### src/rtl/urb_pkg.sv
// Constants and types for the receive buffer and status block.
// Assumes a single system clock; no other package is needed.
package urb_pkg;

   // -----------------------------------------------------------------
   // Register byte addresses
   // -----------------------------------------------------------------
   localparam logic [7:0] URB_OFS_STAT_A = 8'h00;
   localparam logic [7:0] URB_OFS_CTRL_B = 8'h04;
   localparam logic [7:0] URB_OFS_CTRL_C = 8'h08;
   localparam logic [7:0] URB_OFS_DATA   = 8'h0C;
   localparam logic [7:0] URB_OFS_DIV    = 8'h10;

   // -----------------------------------------------------------------
   // Field positions
   // -----------------------------------------------------------------
   localparam int URB_A_RXC   = 7;
   localparam int URB_A_FE    = 4;
   localparam int URB_A_DOR   = 3;
   localparam int URB_A_UPE   = 2;
   localparam int URB_B_RXCIE = 7;
   localparam int URB_B_RXEN  = 4;
   localparam int URB_B_SZ2   = 2;
   localparam int URB_B_RX9   = 1;
   localparam int URB_B_TX9   = 0;
   localparam int URB_C_PEN   = 5;
   localparam int URB_C_PODD  = 4;
   localparam int URB_C_STOP  = 3;
   localparam int URB_C_SZLO  = 1;

   // -----------------------------------------------------------------
   // Reset values and encodings
   // -----------------------------------------------------------------
   localparam logic [2:0]  URB_RST_SIZE = 3'h3;
   localparam logic [2:0]  URB_SIZE_9   = 3'h7;
   localparam logic [15:0] URB_RST_DIV  = 16'h0010;
   localparam logic [1:0]  URB_RESP_OK  = 2'h0;
   localparam logic [1:0]  URB_RESP_ERR = 2'h2;
   localparam int          URB_DEPTH    = 2;

   // One receive buffer entry
   typedef struct packed {
      logic [8:0] data;
      logic       fe;
      logic       dor;
      logic       upe;
   } urb_entry_t;

   // Receiver states, one-hot
   typedef enum logic [4:0] {
      URB_IDLE  = 5'b00001,
      URB_START = 5'b00010,
      URB_DATA  = 5'b00100,
      URB_PAR   = 5'b01000,
      URB_STOP  = 5'b10000
   } urb_state_t;

endpackage : urb_pkg

### src/rtl/urb_fifo.sv
// Two-entry receive buffer; the head is a register.
// Assumes push is only offered while count is below two.
`timescale 1ns/1ps
`default_nettype none
module urb_fifo
   import urb_pkg::*;
(
   // Clock and reset
   input  wire logic       i_clk,
   input  wire logic       i_sys_rst,
   // Control
   input  wire logic       i_flush,
   input  wire logic       i_push,
   input  wire urb_entry_t i_entry,
   input  wire logic       i_pop,
   // State
   output urb_entry_t      o_head,
   output logic [1:0]      o_count
);

   urb_entry_t tail_r;
   logic       do_pop;

   assign do_pop = i_pop && (o_count != 2'd0);

   // -----------------------------------------------------------------
   // Storage shifts toward the head on a pop
   // -----------------------------------------------------------------
   always_ff @(posedge i_clk)
   begin
      if (i_sys_rst || i_flush)
      begin
         o_head  <= '0;
         tail_r  <= '0;
         o_count <= 2'd0;
      end
      else
      begin
         unique case ({i_push, do_pop})
            2'b10:
            begin
               if (o_count == 2'd0)
                  o_head <= i_entry;
               else
                  tail_r <= i_entry;
               o_count <= o_count + 2'd1;
            end
            2'b01:
            begin
               o_head  <= tail_r;
               tail_r  <= '0;
               o_count <= o_count - 2'd1;
            end
            2'b11:
            begin
               if (o_count == 2'd1)
                  o_head <= i_entry;
               else
               begin
                  o_head <= tail_r;
                  tail_r <= i_entry;
               end
            end
            default:
            begin
            end
         endcase
      end
   end

endmodule : urb_fifo
`default_nettype wire

### src/rtl/urb_rx_top.sv
// Receive side of a serial port: frame capture, buffer and status.
// Assumes an AXI4-Lite master on i_clk and a serial line on the pin.
//
// Notes on behaviour
// - A data read pops the buffer, exposing the next entry.
// - Receive-complete reads one while any unread character is held.
// - Clearing receiver enable flushes the buffer, receive-complete drops.
// - Interrupt requested while flag, its enable and global enable are set.
// - Error flags stored per entry and shown for the head entry.
// - Writes to the status register never alter the error flags.
// - Error flags never raise an interrupt.
// - Frame error is one when the first stop bit sampled low.
// - Only the first stop bit is checked, whatever the stop setting.
// - Overrun when buffer full, character waiting and new start bit seen.
// - Overrun cleared when a frame moves into the buffer.
// - Parity checked only when enabled; odd select picks the sense.
// - Parity computed over data, compared, outcome stored with data.
// - Parity error set only for a failed, checked character, until read.
// - Parity error reads zero while checking is disabled.
// - Disabling the receiver abandons any character in progress at once.
// - A disabled receiver releases the serial input pin.
// - Frame moves to the buffer after the first stop bit.
// - Unused upper data bits of short characters read as zero.
// - An enabled receiver takes the pin as its serial input.
//
// The AXI4-Lite interface to the registers and the placing of the registers were left to the implementer.
`timescale 1ns/1ps
`default_nettype none
module urb_rx_top
   import urb_pkg::*;
(
   // Clock and reset
   input  wire logic        i_clk,
   input  wire logic        i_sys_rst,
   // AXI4-Lite write
   input  wire logic [7:0]  i_awaddr,
   input  wire logic        i_awvalid,
   output logic             o_awready,
   input  wire logic [31:0] i_wdata,
   input  wire logic [3:0]  i_wstrb,
   input  wire logic        i_wvalid,
   output logic             o_wready,
   output logic [1:0]       o_bresp,
   output logic             o_bvalid,
   input  wire logic        i_bready,
   // AXI4-Lite read
   input  wire logic [7:0]  i_araddr,
   input  wire logic        i_arvalid,
   output logic             o_arready,
   output logic [31:0]      o_rdata,
   output logic [1:0]       o_rresp,
   output logic             o_rvalid,
   input  wire logic        i_rready,
   // Serial line and system
   input  wire logic        i_serial_input_pin,
   input  wire logic        i_global_irq_en,
   output logic             o_pin_override,
   output logic             o_rx_irq
);
   import urb_pkg::*;

   // -----------------------------------------------------------------
   // Declarations
   // -----------------------------------------------------------------
   logic        rx_complete_irq_enable_r;
   logic        receiver_enable_bit_r;
   logic        tx_ninth_bit_r;
   logic        parity_enable_bit_r;
   logic        parity_odd_select_r;
   logic        stop_bits_select_r;
   logic [2:0]  char_size_field_r;
   logic [15:0] div_r;
   logic [7:0]  wr_addr_r;
   logic [31:0] wr_data_r;
   logic [3:0]  wr_strb_r;
   logic        do_write;
   logic        rd_take;
   logic        pop;
   logic        pin_s1_r;
   logic        pin_s2_r;
   logic        prev_r;
   urb_state_t  state_r;
   logic [15:0] timer_r;
   logic [3:0]  idx_r;
   logic [8:0]  shreg_r;
   logic        par_r;
   logic        wait_r;
   logic        ovr_pend_r;
   urb_entry_t  wait_entry_r;
   urb_entry_t  new_entry;
   urb_entry_t  push_entry;
   logic        push;
   logic        done;
   logic        full;
   logic        start_seen;
   urb_entry_t  head;
   logic [1:0]  count;
   logic [3:0]  nbits;
   logic [8:0]  size_mask;
   logic        rxc;

   assign rxc        = (count != 2'd0);
   assign full       = (count == 2'(URB_DEPTH));
   assign start_seen = receiver_enable_bit_r && prev_r && !pin_s2_r;
   assign nbits      = (char_size_field_r == URB_SIZE_9) ? 4'd9 :
                       (char_size_field_r[2] ? 4'd8 : 4'(char_size_field_r) + 4'd5);
   assign size_mask  = 9'(9'h1FF >> (4'd9 - nbits));

   // -----------------------------------------------------------------
   // AXI4-Lite write channel
   // -----------------------------------------------------------------
   assign do_write = !o_awready && !o_wready && !o_bvalid;

   always_ff @(posedge i_clk)
   begin
      if (i_sys_rst)
      begin
         o_awready <= 1'b1;
         o_wready  <= 1'b1;
         o_bvalid  <= 1'b0;
         o_bresp   <= URB_RESP_OK;
         wr_addr_r <= 8'h00;
         wr_data_r <= 32'h0000_0000;
         wr_strb_r <= 4'h0;
      end
      else
      begin
         if (i_awvalid && o_awready)
         begin
            o_awready <= 1'b0;
            wr_addr_r <= i_awaddr;
         end
         if (i_wvalid && o_wready)
         begin
            o_wready  <= 1'b0;
            wr_data_r <= i_wdata;
            wr_strb_r <= i_wstrb;
         end
         if (do_write)
         begin
            o_bvalid <= 1'b1;
            o_bresp  <= (wr_addr_r > URB_OFS_DIV || wr_addr_r[1:0] != 2'b00) ?
                        URB_RESP_ERR : URB_RESP_OK;
         end
         if (o_bvalid && i_bready)
         begin
            o_bvalid  <= 1'b0;
            o_awready <= 1'b1;
            o_wready  <= 1'b1;
         end
      end
   end

   // Control fields; status and data writes change nothing here
   always_ff @(posedge i_clk)
   begin
      if (i_sys_rst)
      begin
         rx_complete_irq_enable_r <= 1'b0;
         receiver_enable_bit_r    <= 1'b0;
         tx_ninth_bit_r           <= 1'b0;
         parity_enable_bit_r      <= 1'b0;
         parity_odd_select_r      <= 1'b0;
         stop_bits_select_r       <= 1'b0;
         char_size_field_r        <= URB_RST_SIZE;
         div_r                    <= URB_RST_DIV;
      end
      else if (do_write && wr_strb_r[0])
      begin
         if (wr_addr_r == URB_OFS_CTRL_B)
         begin
            rx_complete_irq_enable_r <= wr_data_r[URB_B_RXCIE];
            receiver_enable_bit_r    <= wr_data_r[URB_B_RXEN];
            char_size_field_r[2]     <= wr_data_r[URB_B_SZ2];
            tx_ninth_bit_r           <= wr_data_r[URB_B_TX9];
         end
         if (wr_addr_r == URB_OFS_CTRL_C)
         begin
            parity_enable_bit_r    <= wr_data_r[URB_C_PEN];
            parity_odd_select_r    <= wr_data_r[URB_C_PODD];
            stop_bits_select_r     <= wr_data_r[URB_C_STOP];
            char_size_field_r[1:0] <= wr_data_r[URB_C_SZLO +: 2];
         end
         if (wr_addr_r == URB_OFS_DIV)
         begin
            div_r[7:0] <= wr_data_r[7:0];
            if (wr_strb_r[1])
               div_r[15:8] <= wr_data_r[15:8];
         end
      end
      else if (do_write && wr_strb_r[1] && wr_addr_r == URB_OFS_DIV)
         div_r[15:8] <= wr_data_r[15:8];
   end

   // -----------------------------------------------------------------
   // AXI4-Lite read channel
   // -----------------------------------------------------------------
   assign rd_take = i_arvalid && o_arready;
   assign pop     = rd_take && (i_araddr == URB_OFS_DATA);

   always_ff @(posedge i_clk)
   begin
      if (i_sys_rst)
      begin
         o_arready <= 1'b1;
         o_rvalid  <= 1'b0;
         o_rdata   <= 32'h0000_0000;
         o_rresp   <= URB_RESP_OK;
      end
      else if (rd_take)
      begin
         o_arready <= 1'b0;
         o_rvalid  <= 1'b1;
         o_rresp   <= URB_RESP_OK;
         o_rdata   <= 32'h0000_0000;
         unique case (i_araddr)
            URB_OFS_STAT_A:
            begin
               o_rdata[URB_A_RXC] <= rxc;
               o_rdata[URB_A_FE]  <= head.fe;
               o_rdata[URB_A_DOR] <= head.dor;
               o_rdata[URB_A_UPE] <= head.upe && parity_enable_bit_r;
            end
            URB_OFS_CTRL_B:
            begin
               o_rdata[URB_B_RXCIE] <= rx_complete_irq_enable_r;
               o_rdata[URB_B_RXEN]  <= receiver_enable_bit_r;
               o_rdata[URB_B_SZ2]   <= char_size_field_r[2];
               o_rdata[URB_B_RX9]   <= head.data[8];
               o_rdata[URB_B_TX9]   <= tx_ninth_bit_r;
            end
            URB_OFS_CTRL_C:
            begin
               o_rdata[URB_C_PEN]          <= parity_enable_bit_r;
               o_rdata[URB_C_PODD]         <= parity_odd_select_r;
               o_rdata[URB_C_STOP]         <= stop_bits_select_r;
               o_rdata[URB_C_SZLO +: 2]    <= char_size_field_r[1:0];
            end
            URB_OFS_DATA: o_rdata[7:0] <= head.data[7:0];
            URB_OFS_DIV:  o_rdata[15:0] <= div_r;
            default:      o_rresp <= URB_RESP_ERR;
         endcase
      end
      else if (o_rvalid && i_rready)
      begin
         o_rvalid  <= 1'b0;
         o_arready <= 1'b1;
      end
   end

   // -----------------------------------------------------------------
   // Pin synchroniser and ownership
   // -----------------------------------------------------------------
   always_ff @(posedge i_clk)
   begin
      if (i_sys_rst)
      begin
         pin_s1_r       <= 1'b1;
         pin_s2_r       <= 1'b1;
         prev_r         <= 1'b1;
         o_pin_override <= 1'b0;
      end
      else
      begin
         pin_s1_r       <= i_serial_input_pin;
         pin_s2_r       <= pin_s1_r;
         prev_r         <= pin_s2_r;
         o_pin_override <= receiver_enable_bit_r;
      end
   end

   // -----------------------------------------------------------------
   // Frame receiver
   // -----------------------------------------------------------------
   // Single centre sample per bit; noise filtering lives upstream
   always_ff @(posedge i_clk)
   begin
      if (i_sys_rst || !receiver_enable_bit_r)
      begin
         state_r <= URB_IDLE;
         timer_r <= 16'h0000;
         idx_r   <= 4'h0;
         shreg_r <= 9'h000;
         par_r   <= 1'b0;
      end
      else
      begin
         timer_r <= (timer_r != 16'h0000) ? timer_r - 16'h0001 : div_r;
         unique case (state_r)
            URB_IDLE:
               if (start_seen && !(wait_r && full))
               begin
                  state_r <= URB_START;
                  timer_r <= div_r >> 1;
               end
            URB_START:
               if (timer_r == 16'h0000)
               begin
                  state_r <= pin_s2_r ? URB_IDLE : URB_DATA;
                  idx_r   <= 4'h0;
                  shreg_r <= 9'h000;
               end
            URB_DATA:
               if (timer_r == 16'h0000)
               begin
                  shreg_r[idx_r] <= pin_s2_r;
                  idx_r          <= idx_r + 4'h1;
                  if (idx_r == nbits - 4'h1)
                     state_r <= parity_enable_bit_r ? URB_PAR : URB_STOP;
               end
            URB_PAR:
               if (timer_r == 16'h0000)
               begin
                  par_r   <= pin_s2_r;
                  state_r <= URB_STOP;
               end
            URB_STOP:
               if (timer_r == 16'h0000)
                  state_r <= URB_IDLE;
            default: state_r <= URB_IDLE;
         endcase
      end
   end

   assign done = (state_r == URB_STOP) && (timer_r == 16'h0000);

   always_comb
   begin
      new_entry      = '0;
      new_entry.data = shreg_r & size_mask;
      new_entry.fe   = !pin_s2_r;
      new_entry.dor  = ovr_pend_r;
      new_entry.upe  = parity_enable_bit_r &&
                       ((^shreg_r) ^ par_r ^ parity_odd_select_r);
      push           = !full && (wait_r || done);
      push_entry     = wait_r ? wait_entry_r : new_entry;
   end

   // Completed character parked while the buffer is full
   always_ff @(posedge i_clk)
   begin
      if (i_sys_rst || !receiver_enable_bit_r)
      begin
         wait_r       <= 1'b0;
         ovr_pend_r   <= 1'b0;
         wait_entry_r <= '0;
      end
      else
      begin
         if (done && full)
         begin
            wait_r       <= 1'b1;
            wait_entry_r <= new_entry;
         end
         else if (push)
            wait_r <= 1'b0;
         if (start_seen && wait_r && full)
         begin
            ovr_pend_r       <= 1'b1;
            wait_entry_r.dor <= 1'b1;
         end
         else if (push)
            ovr_pend_r <= 1'b0;
      end
   end

   urb_fifo u_fifo (
      .i_clk     (i_clk),
      .i_sys_rst (i_sys_rst),
      .i_flush   (!receiver_enable_bit_r),
      .i_push    (push),
      .i_entry   (push_entry),
      .i_pop     (pop),
      .o_head    (head),
      .o_count   (count)
   );

   // Error flags play no part in the request
   always_ff @(posedge i_clk)
   begin
      if (i_sys_rst)
         o_rx_irq <= 1'b0;
      else
         o_rx_irq <= rxc && rx_complete_irq_enable_r && i_global_irq_en;
   end
endmodule : urb_rx_top
`default_nettype wire

### config.mk
export PLATFORM = sky130hd
export DESIGN_NAME = urb_rx_top
export DESIGN_NICKNAME = d
export VERILOG_FILES = /design/src/rtl/urb_pkg.sv /design/src/rtl/urb_fifo.sv /design/src/rtl/urb_rx_top.sv
export SDC_FILE = /design/constraint.sdc
export NUM_CORES = 1
export LEC_CHECK = 0
export ABC_AREA = 1
export ABC_CLOCK_PERIOD_IN_PS = 2040
export BUFFER_PORTS_ARGS = -buffer_cell sky130_fd_sc_hd__buf_2
export CORE_UTILIZATION = 51
export DETAILED_ROUTE_END_ITERATION = 12
export GPL_ROUTABILITY_DRIVEN = 0
export MAX_ROUTING_LAYER = met4
export PLACE_DENSITY = 0.75
export SLEW_MARGIN = 25
export SYNTH_ARGS = -nofsm -noshare
export SYNTH_HDL_FRONTEND = slang
export SYNTH_HIERARCHICAL = 1
export SYNTH_SLANG_ARGS = --single-unit
### constraint.sdc
create_clock -name i_clk -period 2.04 [get_ports i_clk]
set_input_delay 0.408 -clock i_clk [delete_from_list [all_inputs] [get_ports i_clk]]
set_output_delay 0.408 -clock i_clk [all_outputs]
set_load 0.03 [all_outputs]
# Word level (Yosys, flattened, before mapping)

Index checks and enable logic that the tools add are counted.
Widths: inputs -> output; s select.

Memory bits (read-only): 0
Output and inout port bits: 43
Memory bits (writable): 0
Bits in latches: 0
Flip-flop bits (word level): 156
Memories: 0

Add/subtract/negate cells: 7
Order comparisons: 3
Mux-type cells: 55
Equality and inequality tests: 30
Shifts and indexed selects: 1
Multipliers: 0
Reduce and logical (&&, ||, !) cells: 62
Bitwise logic cells: 3
Divide/modulo/power cells: 0

Operators by type and width:

| kind                  | count |
|---|---|
| $pmux 12 s3           | 2 |
| $mux 16               | 4 |
| $mux 12               | 5 |
| $mux 5                | 7 |
| $mux 8                | 4 |
| $logic_and 1x1->1     | 26 |
| $pmux 5 s5            | 1 |
| $eq 8x4->1 const B    | 3 |
| $mux 9                | 2 |
| $ne 2x2->1 const B    | 9 |
| $pmux 9 s2            | 1 |
| $reduce_bool 2->1     | 9 |
| $eq 8x3->1 const B    | 2 |
| $eq 8x5->1 const B    | 2 |
| $logic_not 16->1      | 1 |
| $mux 4                | 4 |
| $reduce_bool 16->1    | 1 |
| $sub 16x1->16 const B | 1 |
| $pmux 1 s4            | 3 |
| $pmux 1 s5            | 2 |
| $reduce_and 2->1      | 5 |
| $and 9x9->9           | 1 |
| $bwmux 9              | 1 |
| $mux 1                | 9 |
| other kinds (38)      | 56 |

# Logic depth before layout (Yosys ltp)

Gate-level depths: netlist of run 1.

Depth in word-level cells: 9
Gate-level depth with buffers: 17
Gate-level depth less buffers: 17

# Cells and area by module

Netlist of run 1, hierarchy kept.

Modules (own cells, without submodules):

| module     | area an instance (µm²) | cells an instance | instances |
|---|---|---|---|
| urb_rx_top | 6417.4                 | 884               | 1 |
| urb_fifo   | 1529.0                 | 230               | 1 |

# Worst setup path before layout of run 1

OpenSTA, ideal clock, no wires.

Path kind: register to register
Start: register timer_r[0]
End: register u_fifo/o_head[4] in the netlist's numbering
Library setup time: 0.109 ns
Cell stages (with the launch flop): 18
Slack: -0.171 ns
Clock period less this slack: 2.211 ns
Data arrival time: 2.102 ns
Cells stage by stage: dfxtp_1 -> inv_1 -> ha_1 -> nand2_4 -> nor2_4 -> nand2_4 -> o21ai_0 -> nand2_1 -> inv_1 -> inv_1 -> ha_1 -> buf_6 -> inv_2 -> nand2_2 -> nand2_1 -> nand3_1 -> nand2_1 -> inv_1

Cells in the longest elaborated chain, start to end: 7

RTL lines:

| item                                                                    | RTL line          | source |
|---|---|---|
| from (decl)                                                             | urb_rx_top.sv:83  | `logic [15:0] timer_r;` |
| from (signal assigned)                                                  | urb_rx_top.sv:288 | `timer_r <= (timer_r != 16'h0000) ? timer_r - 16'h0001 : div_r;` |
| from (signal assigned)                                                  | urb_rx_top.sv:294 | `timer_r <= div_r >> 1;` |
| $logic_not 16->1 *                                                      | urb_rx_top.sv:325 | `assign done = (state_r == URB_STOP) && (timer_r == 16'h0000);` |
| $logic_and 1x1->1 *                                                     | urb_rx_top.sv:325 |  |
| $logic_or 1x1->1 *                                                      | urb_rx_top.sv:335 | `push = !full && (wait_r \|\| done);` |
| $logic_and 1x1->1 *                                                     | urb_rx_top.sv:335 |  |
| via push                                                                | urb_rx_top.sv:92  | `logic push;` |
| $eq 2x2->1 / $eq 2x1->1 (equally long branches)                         | urb_fifo.sv:39    | `unique case ({i_push, do_pop})` |
| $ne 2x1->1 (no source line) / $reduce_bool 3->1 (equally long branches) | -                 |  |
| $reduce_and 2->1 (no source line)                                       | -                 |  |
| to (signal assigned)                                                    | urb_fifo.sv:43    | `o_head <= i_entry;` |
| to (signal assigned)                                                    | urb_fifo.sv:50    | `o_head <= tail_r;` |
| to (signal assigned)                                                    | urb_fifo.sv:57    | `o_head <= i_entry;` |
| to (decl)                                                               | urb_fifo.sv:17    | `output urb_entry_t o_head,` |

Mark *: on every way through the listed nets, which the timed path passes. The rest lies on a longest branch.
A chain may end at the register's enable or synchronous reset.

# Worst setup path in the final report of run 1

Start: register timer_r[4]
End: register u_fifo/o_head[0] in the netlist's numbering

Same word-level chain as after synthesis.

==> results of run 1 <==
cells in the final DEF (no fill, tap or decap), types with 10 or more instances in the layout:
cell | netlist | layout
clkbuf_16 | 0 | 17
nor2_1 | 104 | 90
nand2_2 | 5 | 15
xor2_1 | 15 | 15
conb_1 | 1 | 18
nand4_1 | 19 | 19
dfxtp_1 | 154 | 150
o21ai_1 | 13 | 18
o21ai_0 | 94 | 87
nand3_1 | 65 | 62
buf_4 | 22 | 67
o211ai_1 | 13 | 13
nor2_2 | 3 | 15
inv_1 | 142 | 134
nand2_1 | 239 | 224
nand3b_1 | 14 | 14
buf_2 | 9 | 67
a21oi_1 | 89 | 88
nor2_4 | 8 | 10
power by group:
group	internal [mW]	switching (mW)	total, mW	leakage (nW)
Clock	2.01	1.39	3.40	0.310
Sequential	3.07	0.0411	3.11	1.25
Combinational	0.118	0.270	0.388	2.81
sequential cells by signal, indices dropped and copies added, names as in the netlist, 3 cells and up:
name and flops:
char_size_field_r 3, div_r 16, idx_r 4, o_rdata 16, shreg_r 9, state_r 5, timer_r 16, u_fifo/o_head 12
u_fifo/tail_r 12, wait_entry_r 12, wr_addr_r 8, wr_data_r 16
Yosys cell counts, drive strengths merged:
cell    number
o22ai        2
a41oi        1
ha          20
nand3b      15
o31ai        2
clkinv       1
conb         1
buf         43
a21oi       92
clkbuf      17
xor2        16
inv        145
a221oi       1
nor2       115
o211ai      14
xnor2        9
nor3         9
nor4         4
dfxtp      154
a31oi        3
nand3       68
nand2      248
o21ai      107
nand4       21
o21a         3
or2          3
cell type report:
class	instances	area (um2)	area share (%)
well taps	188	235.2	2.401
repair buffers	140	940.9	9.605
clock buffers	18	439.2	4.483
flip-flops and latches	154	3093	31.57
clock inverters	14	197.7	2.018
multi-input cells	774	4337	44.27
inverters	146	553.0	5.646
cells by family (layout without fill, tap and decap cells):
logic type	Yosys count	count (layout)	synth area share [%]
AOI/OAI and AO/OA	225	225	15.24
xor gates and xnor gates	25	25	2.850
adders and majority gates	20	20	3.149
buffers and inverters	206	318	11.78
DFF	154	154	38.80
other	1	18	0.04719
and+or+nand+nor	483	486	28.14
worst max-delay path, cell delays in order (launching register included):
cell     delay [ns]
dfxtp_1        0.32
nor2_2         0.16
nand2_2        0.10
nor2_4         0.14
nand2_4        0.08
o21ai_4        0.14
nand2_2        0.09
inv_4          0.09
inv_2          0.06
ha_4           0.19
inv_4          0.09
nand2_2        0.11
nand2_1        0.09
nand3_1        0.10
nand2_1        0.09
inv_1          0.04
metal layers:
metal	routed length (um)	vias to the layer above	global-route usage, %
li1	-	3804	-
met1	9053	3490	32.09
met2	10030	196	43.73
met3	901	32	4.808
met4	395	0	8.894
met5	0	-	-
per-stage QoR:
step                 TNS [ns]  worst slack [ns]  total power [mW]  area, um2
floorplan                   0          0.002369             3.452       8065
global placement       -1.461           -0.1133             3.547       8827
detailed placement     -2.773           -0.1661             3.556       8827
CTS                 -0.001724         -0.001724             6.924       9584
global route          -0.1435          -0.05529             7.108       9796
finish                      0           0.06208             6.900       9796
timing repair:
item / CTS / global route
cloned: 3 / 0
buffers inserted: 0 / 2
resized for setup: 23 / 55
setup endpoints to repair: 28 / 29
pin swaps: 2 / 18
how the worst max path moves through the flow:
| stage | startpoint | end | slack [ns] | cells past startpoint |
|---|---|---|---|---|
| 4_1_cts | char_size_field_r[0] | u_fifo/o_head[11] | -0.002 | 14 |
| 5_1_grt | char_size_field_r[0] | state_r[4] | -0.06 | 17 |
| 6_report | timer_r[4] | u_fifo/o_head[0] | 0.06 | 15 |
| 3_3_place_gp | timer_r[0] | u_fifo/tail_r[6] | -0.11 | 13 |
| 2_1_floorplan | timer_r[0] | u_fifo/tail_r[5] | 0.002 | 14 |
| 3_5_place_dp | timer_r[0] | u_fifo/tail_r[10] | -0.17 | 13 |
==> metrics, run 1 <==
hold path depth 2; Routed WL 20380 um; Remaining Overflow, GRT 0; Seq/Total Area, Yosys 38.80%; HPWL after DPL 13900 um; Fmax 505.6 MHz; share of post-route cells with drive strength above 1 22.07%; Finish-stage setup viols 0; Req. time, crit path 2.37 ns; RR Startpoint timer_r[4]; clock sink count 154; fin. max-slew vios 0; cell taking the most area after synthesis dfxtp_1; Syn-to-layout area delta 23.27%; Worst Hold End pin_s1_r; # IOs 104; Tmin final 1.978 ns; Syn Inst Count 1114; # rows 45; Yosys top cell area share 38.80%; All-Layer GR Usage 26.30%; distinct cell type count after synthesis 47; status finished, final reports clean; warnings from Yosys 6; worst slew pin tran 0.5015 ns; Finished Core Util 64.44%; Slew HR 66.31%; hold_buf cts 0; Worst Skew 0.009077 ns; Worst Reg2Reg Path Length in Cells 15; Hold Fails Final Rpt 0; root buf cell clkbuf_16; initial antenna violation count 0; Routed Antenna Nets 0; CP Class register to register; Die H 126.8 um; Hold Slack 0.1610 ns; number of global-route vias before repair 6928; Pleak 4.372 nW; Max Cap Viol 0; fin nets 1314; Final Non-Filler Cells 1434; Seq cells post-synth 154; largest net degree at the start of global routing 37; total number of vias 7522; Mapped Area 7946 um2; CP startpoint kind register; R2R Path End u_fifo/o_head[0]; RSZ-0062 raised after global routing yes; clk_lat worst skew 0.44 ns; initial DRC count 567; Antenna diodes 0; DR WL/cell 14.21 um; full die area 16080 um2; Via density 5.245; 1st-pass router iterations 5; Syn Area/Cell 7.133 um2; Clock H-tree levels 4; worst min path class input port to register; Pwr Density 704.3 nW/um2; clock slew at reported path FFs 0.06 ns; Placed Cells 1397; Worst IR Drop VDD 0.0006494 V; Horiz. Die Dim 126.8 um; Initial Utilization 52.27%; hold_sp i_serial_input_pin; Clock Path Buffers 2; WP data arrival 2.31 ns; Reg2Reg Setup Slack 0.06 ns; final worst path period share 96.96%; Core Region 15200 um2; endpoint class of the critical path register; largest cells by area after synthesis dfxtp_1, nand2_1, inv_1, o21ai_0, a21oi_1; fill cell count 1282; first-pass GRT wire length 32780 um; drt drc 0; CTS buffer count 17; Max FO, Critical Path 6; count of input and output buffers 67; CTS tree built
(Power assumes the default switching activity.)
==> run 2: changes to the inputs <==
Settings changed: PLACE_DENSITY 0.75 to 0.86.
==> metrics, run 2 (synthesis gave the netlist of run 1 again) <==
status finished with violations; failing checks setup timing; Clock Path Buffers 2; Pwr Density 713.6 nW/um2; worst min path class input port to register; initial DRC count 717; Top cell by count, worst path nand2_4; All-Layer GR Usage 27.07%; CTS tree built; Crit-path slowest cell dfxtp_2; HPWL after DPL 13590 um; endpoint class of the critical path register; full die area 16080 um2; Via density 5.573; final worst path period share 101.9%; Max stage delay on crit path 0.33 ns; Die H 126.8 um; total number of vias 7942; fill cell count 1159; Tmin final 2.078 ns; Syn-to-layout area delta 23.49%; Max FO, Critical Path 6; clock sink count 154; CP startpoint kind register; fin. max-slew vios 0; share of post-route cells with drive strength above 1 22.47%; hold_buf cts 0; sequential cell area 3097 um2; CTS buffer count 17; root buf cell clkbuf_16; Req. time, crit path 2.37 ns; Finish-stage setup viols 6; commonest non-fill, non-tap cell in the layout nand2_1; CP Class register to register; count of input and output buffers 67; clk_lat worst skew 0.43 ns; Initial Utilization 52.27%; Place WS -0.1726 ns; DR WL/cell 15.66 um; Slew HR 63.94%; 1st-pass router iterations 6; number of global-route vias before repair 7292; Routed Antenna Nets 0; most frequent cells in the layout nand2_1, dfxtp_1, inv_1; critical path cell sequence inv_2 > ha_4 > nand2_4 > nor2_4 > nand2_4 > o21ai_4 > nand2_2 > inv_4 > inv_4 > ha_4 > inv_8 > nand2_4 > nand2_1 > nand3_1 > nand2_1 > inv_1; Remaining Overflow, GRT 0; area taken by multi-input logic gates 4405 um2; Core Region 15200 um2; fin nets 1305; RSZ-0062 raised after global routing yes; # IOs 104; Horiz. Die Dim 126.8 um; Placed Cells 1386; Fmax 481.2 MHz; Routed WL 22320 um; Pwr Total 7.003 mW; drt drc 0; Worst Skew 0.004846 ns; largest net degree at the start of global routing 54; worst slew pin tran 0.5368 ns; Antenna diodes 0; Finished Core Util 64.55%; first-pass GRT wire length 33730 um; Final Non-Filler Cells 1425; Max Cap Viol 0; Hold Fails Final Rpt 0; Worst Slack Setup Final -0.03806 ns; clock slew at reported path FFs 0.06 ns; initial antenna violation count 0; # rows 45; Pleak 4.344 nW; WP data arrival 2.41 ns; Clock H-tree levels 4; Worst IR Drop VDD 0.0005907 V
## run 2: cell count changes in the layout (fill, tap and decap cells not counted), sizes merged
cell      previous run  this run
inv                153       147
buf                140       131
clkinv               3         5
clkinvlp             1         2
bufinv               3         5
clkbuf              18        19
## run 2: metal layers
layer  vias to the layer above  share of wire (%)  track usage (%)
li1                       3792                  -                -
met1                      3664                 40            30.66
met2                       386                 49            45.05
met3                       100                7.1            6.158
met4                         0                4.5            13.31
met5                         -                  0                -
## run 2: report_power, final
| group | internal (mW) | switching [mW] |
|---|---|---|
| Sequential | 3.07 | 0.0450 |
| Combinational | 0.116 | 0.272 |
| Clock | 2.19 | 1.31 |
## run 2: timing repair
| action | in CTS | in global routing |
|---|---|---|
| gates resized for setup | 26 | 75 |
| endpoints found under the setup margin | 29 | 30 |
| pin swaps | 2 | 18 |
| gates cloned | 3 | 0 |
| setup buffers | 1 | 4 |
## run 2: through the flow
| step | TNS (ns) | cell area, um2 | hold WS (ns) |
|---|---|---|---|
| 2_1_floorplan | 0 | 8065 | 0.3895 |
| 3_3_place_gp | -1.169 | 8732 | 0.3952 |
| 3_5_place_dp | -2.646 | 8732 | 0.3941 |
| 4_1_cts | -0.04055 | 9514 | 0.1518 |
| 5_1_grt | -1.188 | 9813 | 0.1492 |
| 6_report | -0.1503 | 9813 | 0.1598 |
## run 2: path summary, 6_finish.rpt
kind | from | endpoint | slack (ns) | depth (start not counted)
worst max-delay path | timer_r[0] | u_fifo/o_head[7] | -0.04 | 16
worst max register to register | timer_r[0] | u_fifo/o_head[7] | -0.04 | 16
worst min-delay path | i_serial_input_pin | pin_s1_r | 0.16 | 2
worst min register to register | pin_s1_r | pin_s2_r | 0.41 | 1
## run 2: worst max-delay path: cells and delay by family, from the launching register on
| family | cells | cell delay (ns) |
|---|---|---|
| fa+ha+maj | 2 | 0.35 |
| compound gates | 1 | 0.17 |
| simple gates | 8 | 0.73 |
| buf+inv | 5 | 0.38 |
| flops | 1 | 0.33 |
## run 2: layout make-up
type                    instances  share of cell area [%]
clock buffers                  19                   4.412
repair buffers                131                   8.810
multi-input cells             774                   44.89
clock inverters                13                   2.219
well taps                     188                   2.397
inverters                     146                   5.712
flip-flops and latches        154                   31.56
==> run 3: changes to the inputs <==
Settings changed: CELL_PAD_IN_SITES_DETAIL_PLACEMENT set to 1, CELL_PAD_IN_SITES_GLOBAL_PLACEMENT set to 1, CORE_UTILIZATION 51 to 38, GPL_TIMING_DRIVEN set to 0, PLACE_DENSITY 0.86 to 0.88.
==> metrics, run 3 (synthesis gave the netlist of run 1 again) <==
Slew HR 53.31%; Worst Skew 0.01268 ns; Worst Slack Setup Final -0.2892 ns; WP data arrival 2.70 ns; fin nets 1329; total number of vias 8468; RSZ-0062 raised after global routing yes; DR WL/cell 20.83 um; Initial Utilization 39.02%; GR Layer Usage met2 46.26%; fin. max-slew vios 0; R2R Path End u_fifo/tail_r[6]; status finished with violations; Tmin final 2.329 ns; full die area 21490 um2; root buf cell clkbuf_16; hold_sp i_awaddr[3]; Core Region 20360 um2; All-Layer GR Usage 26.32%; Max stage delay on crit path 0.37 ns; Place WS -0.4623 ns; # rows 52; Via density 5.531; Pwr Total 6.819 mW; Horiz. Die Dim 146.6 um; Crit-path slowest cell dfxtp_4; Final TNS setup -4.104 ns; Final Non-Filler Cells 1531; clock sink count 154; clock slew at reported path FFs 0.07 ns; hold path depth 3; Worst Hold End wr_addr_r[3]; Remaining Overflow, GRT 0; CP startpoint kind register; CP Class register to register; CTS buffer count 17; busiest grt layer met2; GRT met3 Usage 4.344%; Hold Fails Final Rpt 0; Max Cap Viol 0; Hold Slack 0.2108 ns; Fmax 429.3 MHz; share of post-route cells with drive strength above 1 26.96%; crit path from char_size_field_r[0]; clk_lat worst skew 0.45 ns; Worst Reg2Reg Path Length in Cells 14; Clock Path Buffers 2; Syn-to-layout area delta 28.17%; met1 usage 29.16%; # IOs 104; Req. time, crit path 2.41 ns; Pwr Density 669.5 nW/um2; worst slew pin tran 0.7004 ns; fill cell count 2543; critical path cell sequence ha_1 > nor2_2 > inv_2 > ha_4 > xor2_4 > inv_2 > nand2_1 > nor2_2 > nand2_1 > nand2_2 > inv_1 > nor2_1 > o21ai_2 > nor2_1; endpoint class of the critical path register; first-pass GRT wire length 43300 um; RR Startpoint char_size_field_r[0]; 1st-pass router iterations 5; Routed WL 31890 um; Antenna diodes 0; Clock H-tree levels 4; HPWL after DPL 18020 um; commonest non-fill, non-tap cell in the layout nand2_1; drt drc 0; Worst IR Drop VDD 0.0006164 V; number of global-route vias before repair 8467; Die H 146.6 um; initial antenna violation count 0; count of input and output buffers 67; final worst path period share 114.2%; hold_buf cts 0; Max FO, Critical Path 5; Finish-stage setup viols 29; CTS tree built; worst min path class input port to register; failing checks setup timing; Reg2Reg Setup Slack -0.29 ns; Routed Antenna Nets 0; most frequent cells in the layout nand2_1, dfxtp_1, inv_1; Placed Cells 1468; Pleak 4.367 nW; initial DRC count 598; largest net degree at the start of global routing 17
-- run 3: changes by cell type in the layout (fill, tap and decap cells not counted), sizes merged --
| cell | before | now |
|---|---|---|
| clkinv | 5 | 6 |
| clkbuf | 19 | 36 |
| buf | 131 | 141 |
| inv | 147 | 150 |
| nand3b | 18 | 15 |
| bufinv | 5 | 1 |
-- run 3: layout make-up --
type	count	area (um2)	share of cell area [%]
multi-input cells	771	4584	45.01
flip-flops and latches	154	3108	30.52
repair buffers	99	606.8	5.958
inverters	146	570.5	5.602
clock buffers	19	442.9	4.349
plain buffers	59	397.9	3.907
well taps	270	337.8	3.317
clock inverters	13	136.4	1.339
-- run 3: worst max path at each step --
| stage | endpoint | slack [ns] | cells past startpoint |
|---|---|---|---|
| 2_1_floorplan | u_fifo/tail_r[5] | 0.002 | 14 |
| 3_3_place_gp | u_fifo/o_head[7] | -0.42 | 16 |
| 3_5_place_dp | u_fifo/o_head[7] | -0.46 | 16 |
| 4_1_cts | state_r[4] | -0.01 | 13 |
| 5_1_grt | u_fifo/tail_r[6] | -0.33 | 14 |
| 6_report | u_fifo/tail_r[6] | -0.29 | 14 |
-- run 3: through the flow --
step	instance area (um2)	utilization, %
6_report	10180	50.01
5_1_grt	10180	50.01
4_1_cts	9718	47.72
3_5_place_dp	8738	42.91
3_3_place_gp	8738	42.91
2_1_floorplan	8065	-
-- run 3: layer usage --
| metal | up-vias | part of all wire (%) | routed length, um |
|---|---|---|---|
| li1 | 3842 | - | - |
| met1 | 4135 | 40 | 12630 |
| met5 | - | 0 | 0 |
| met3 | 136 | 4.7 | 1495 |
| met4 | 0 | 5.8 | 1859 |
| met2 | 355 | 50 | 15910 |
-- run 3: timing repair --
action	4_1_cts	5_1_grt
hold endpoints to repair	0	0
cloned	3	0
buffers inserted	18	11
endpoints found under the setup margin	34	42
pin swaps	22	42
resized for setup	81	103
-- run 3: report_power, final --
group	internal [mW]	switching [mW]	leakage, nW	total [mW]
sequential	3.07	0.0476	1.25	3.11
combinational	0.133	0.301	2.83	0.435
clock	1.75	1.52	0.280	3.27
-- run 3: worst max-delay path: cells and delay by family (launching register included) --
family	cells	cell delay, ns
buffers and inverters	3	0.26
AOI/OAI and AO/OA	1	0.09
xor gates and xnor gates	1	0.16
and+or+nand+nor	7	0.94
DFF	1	0.37
adders and majority gates	2	0.42
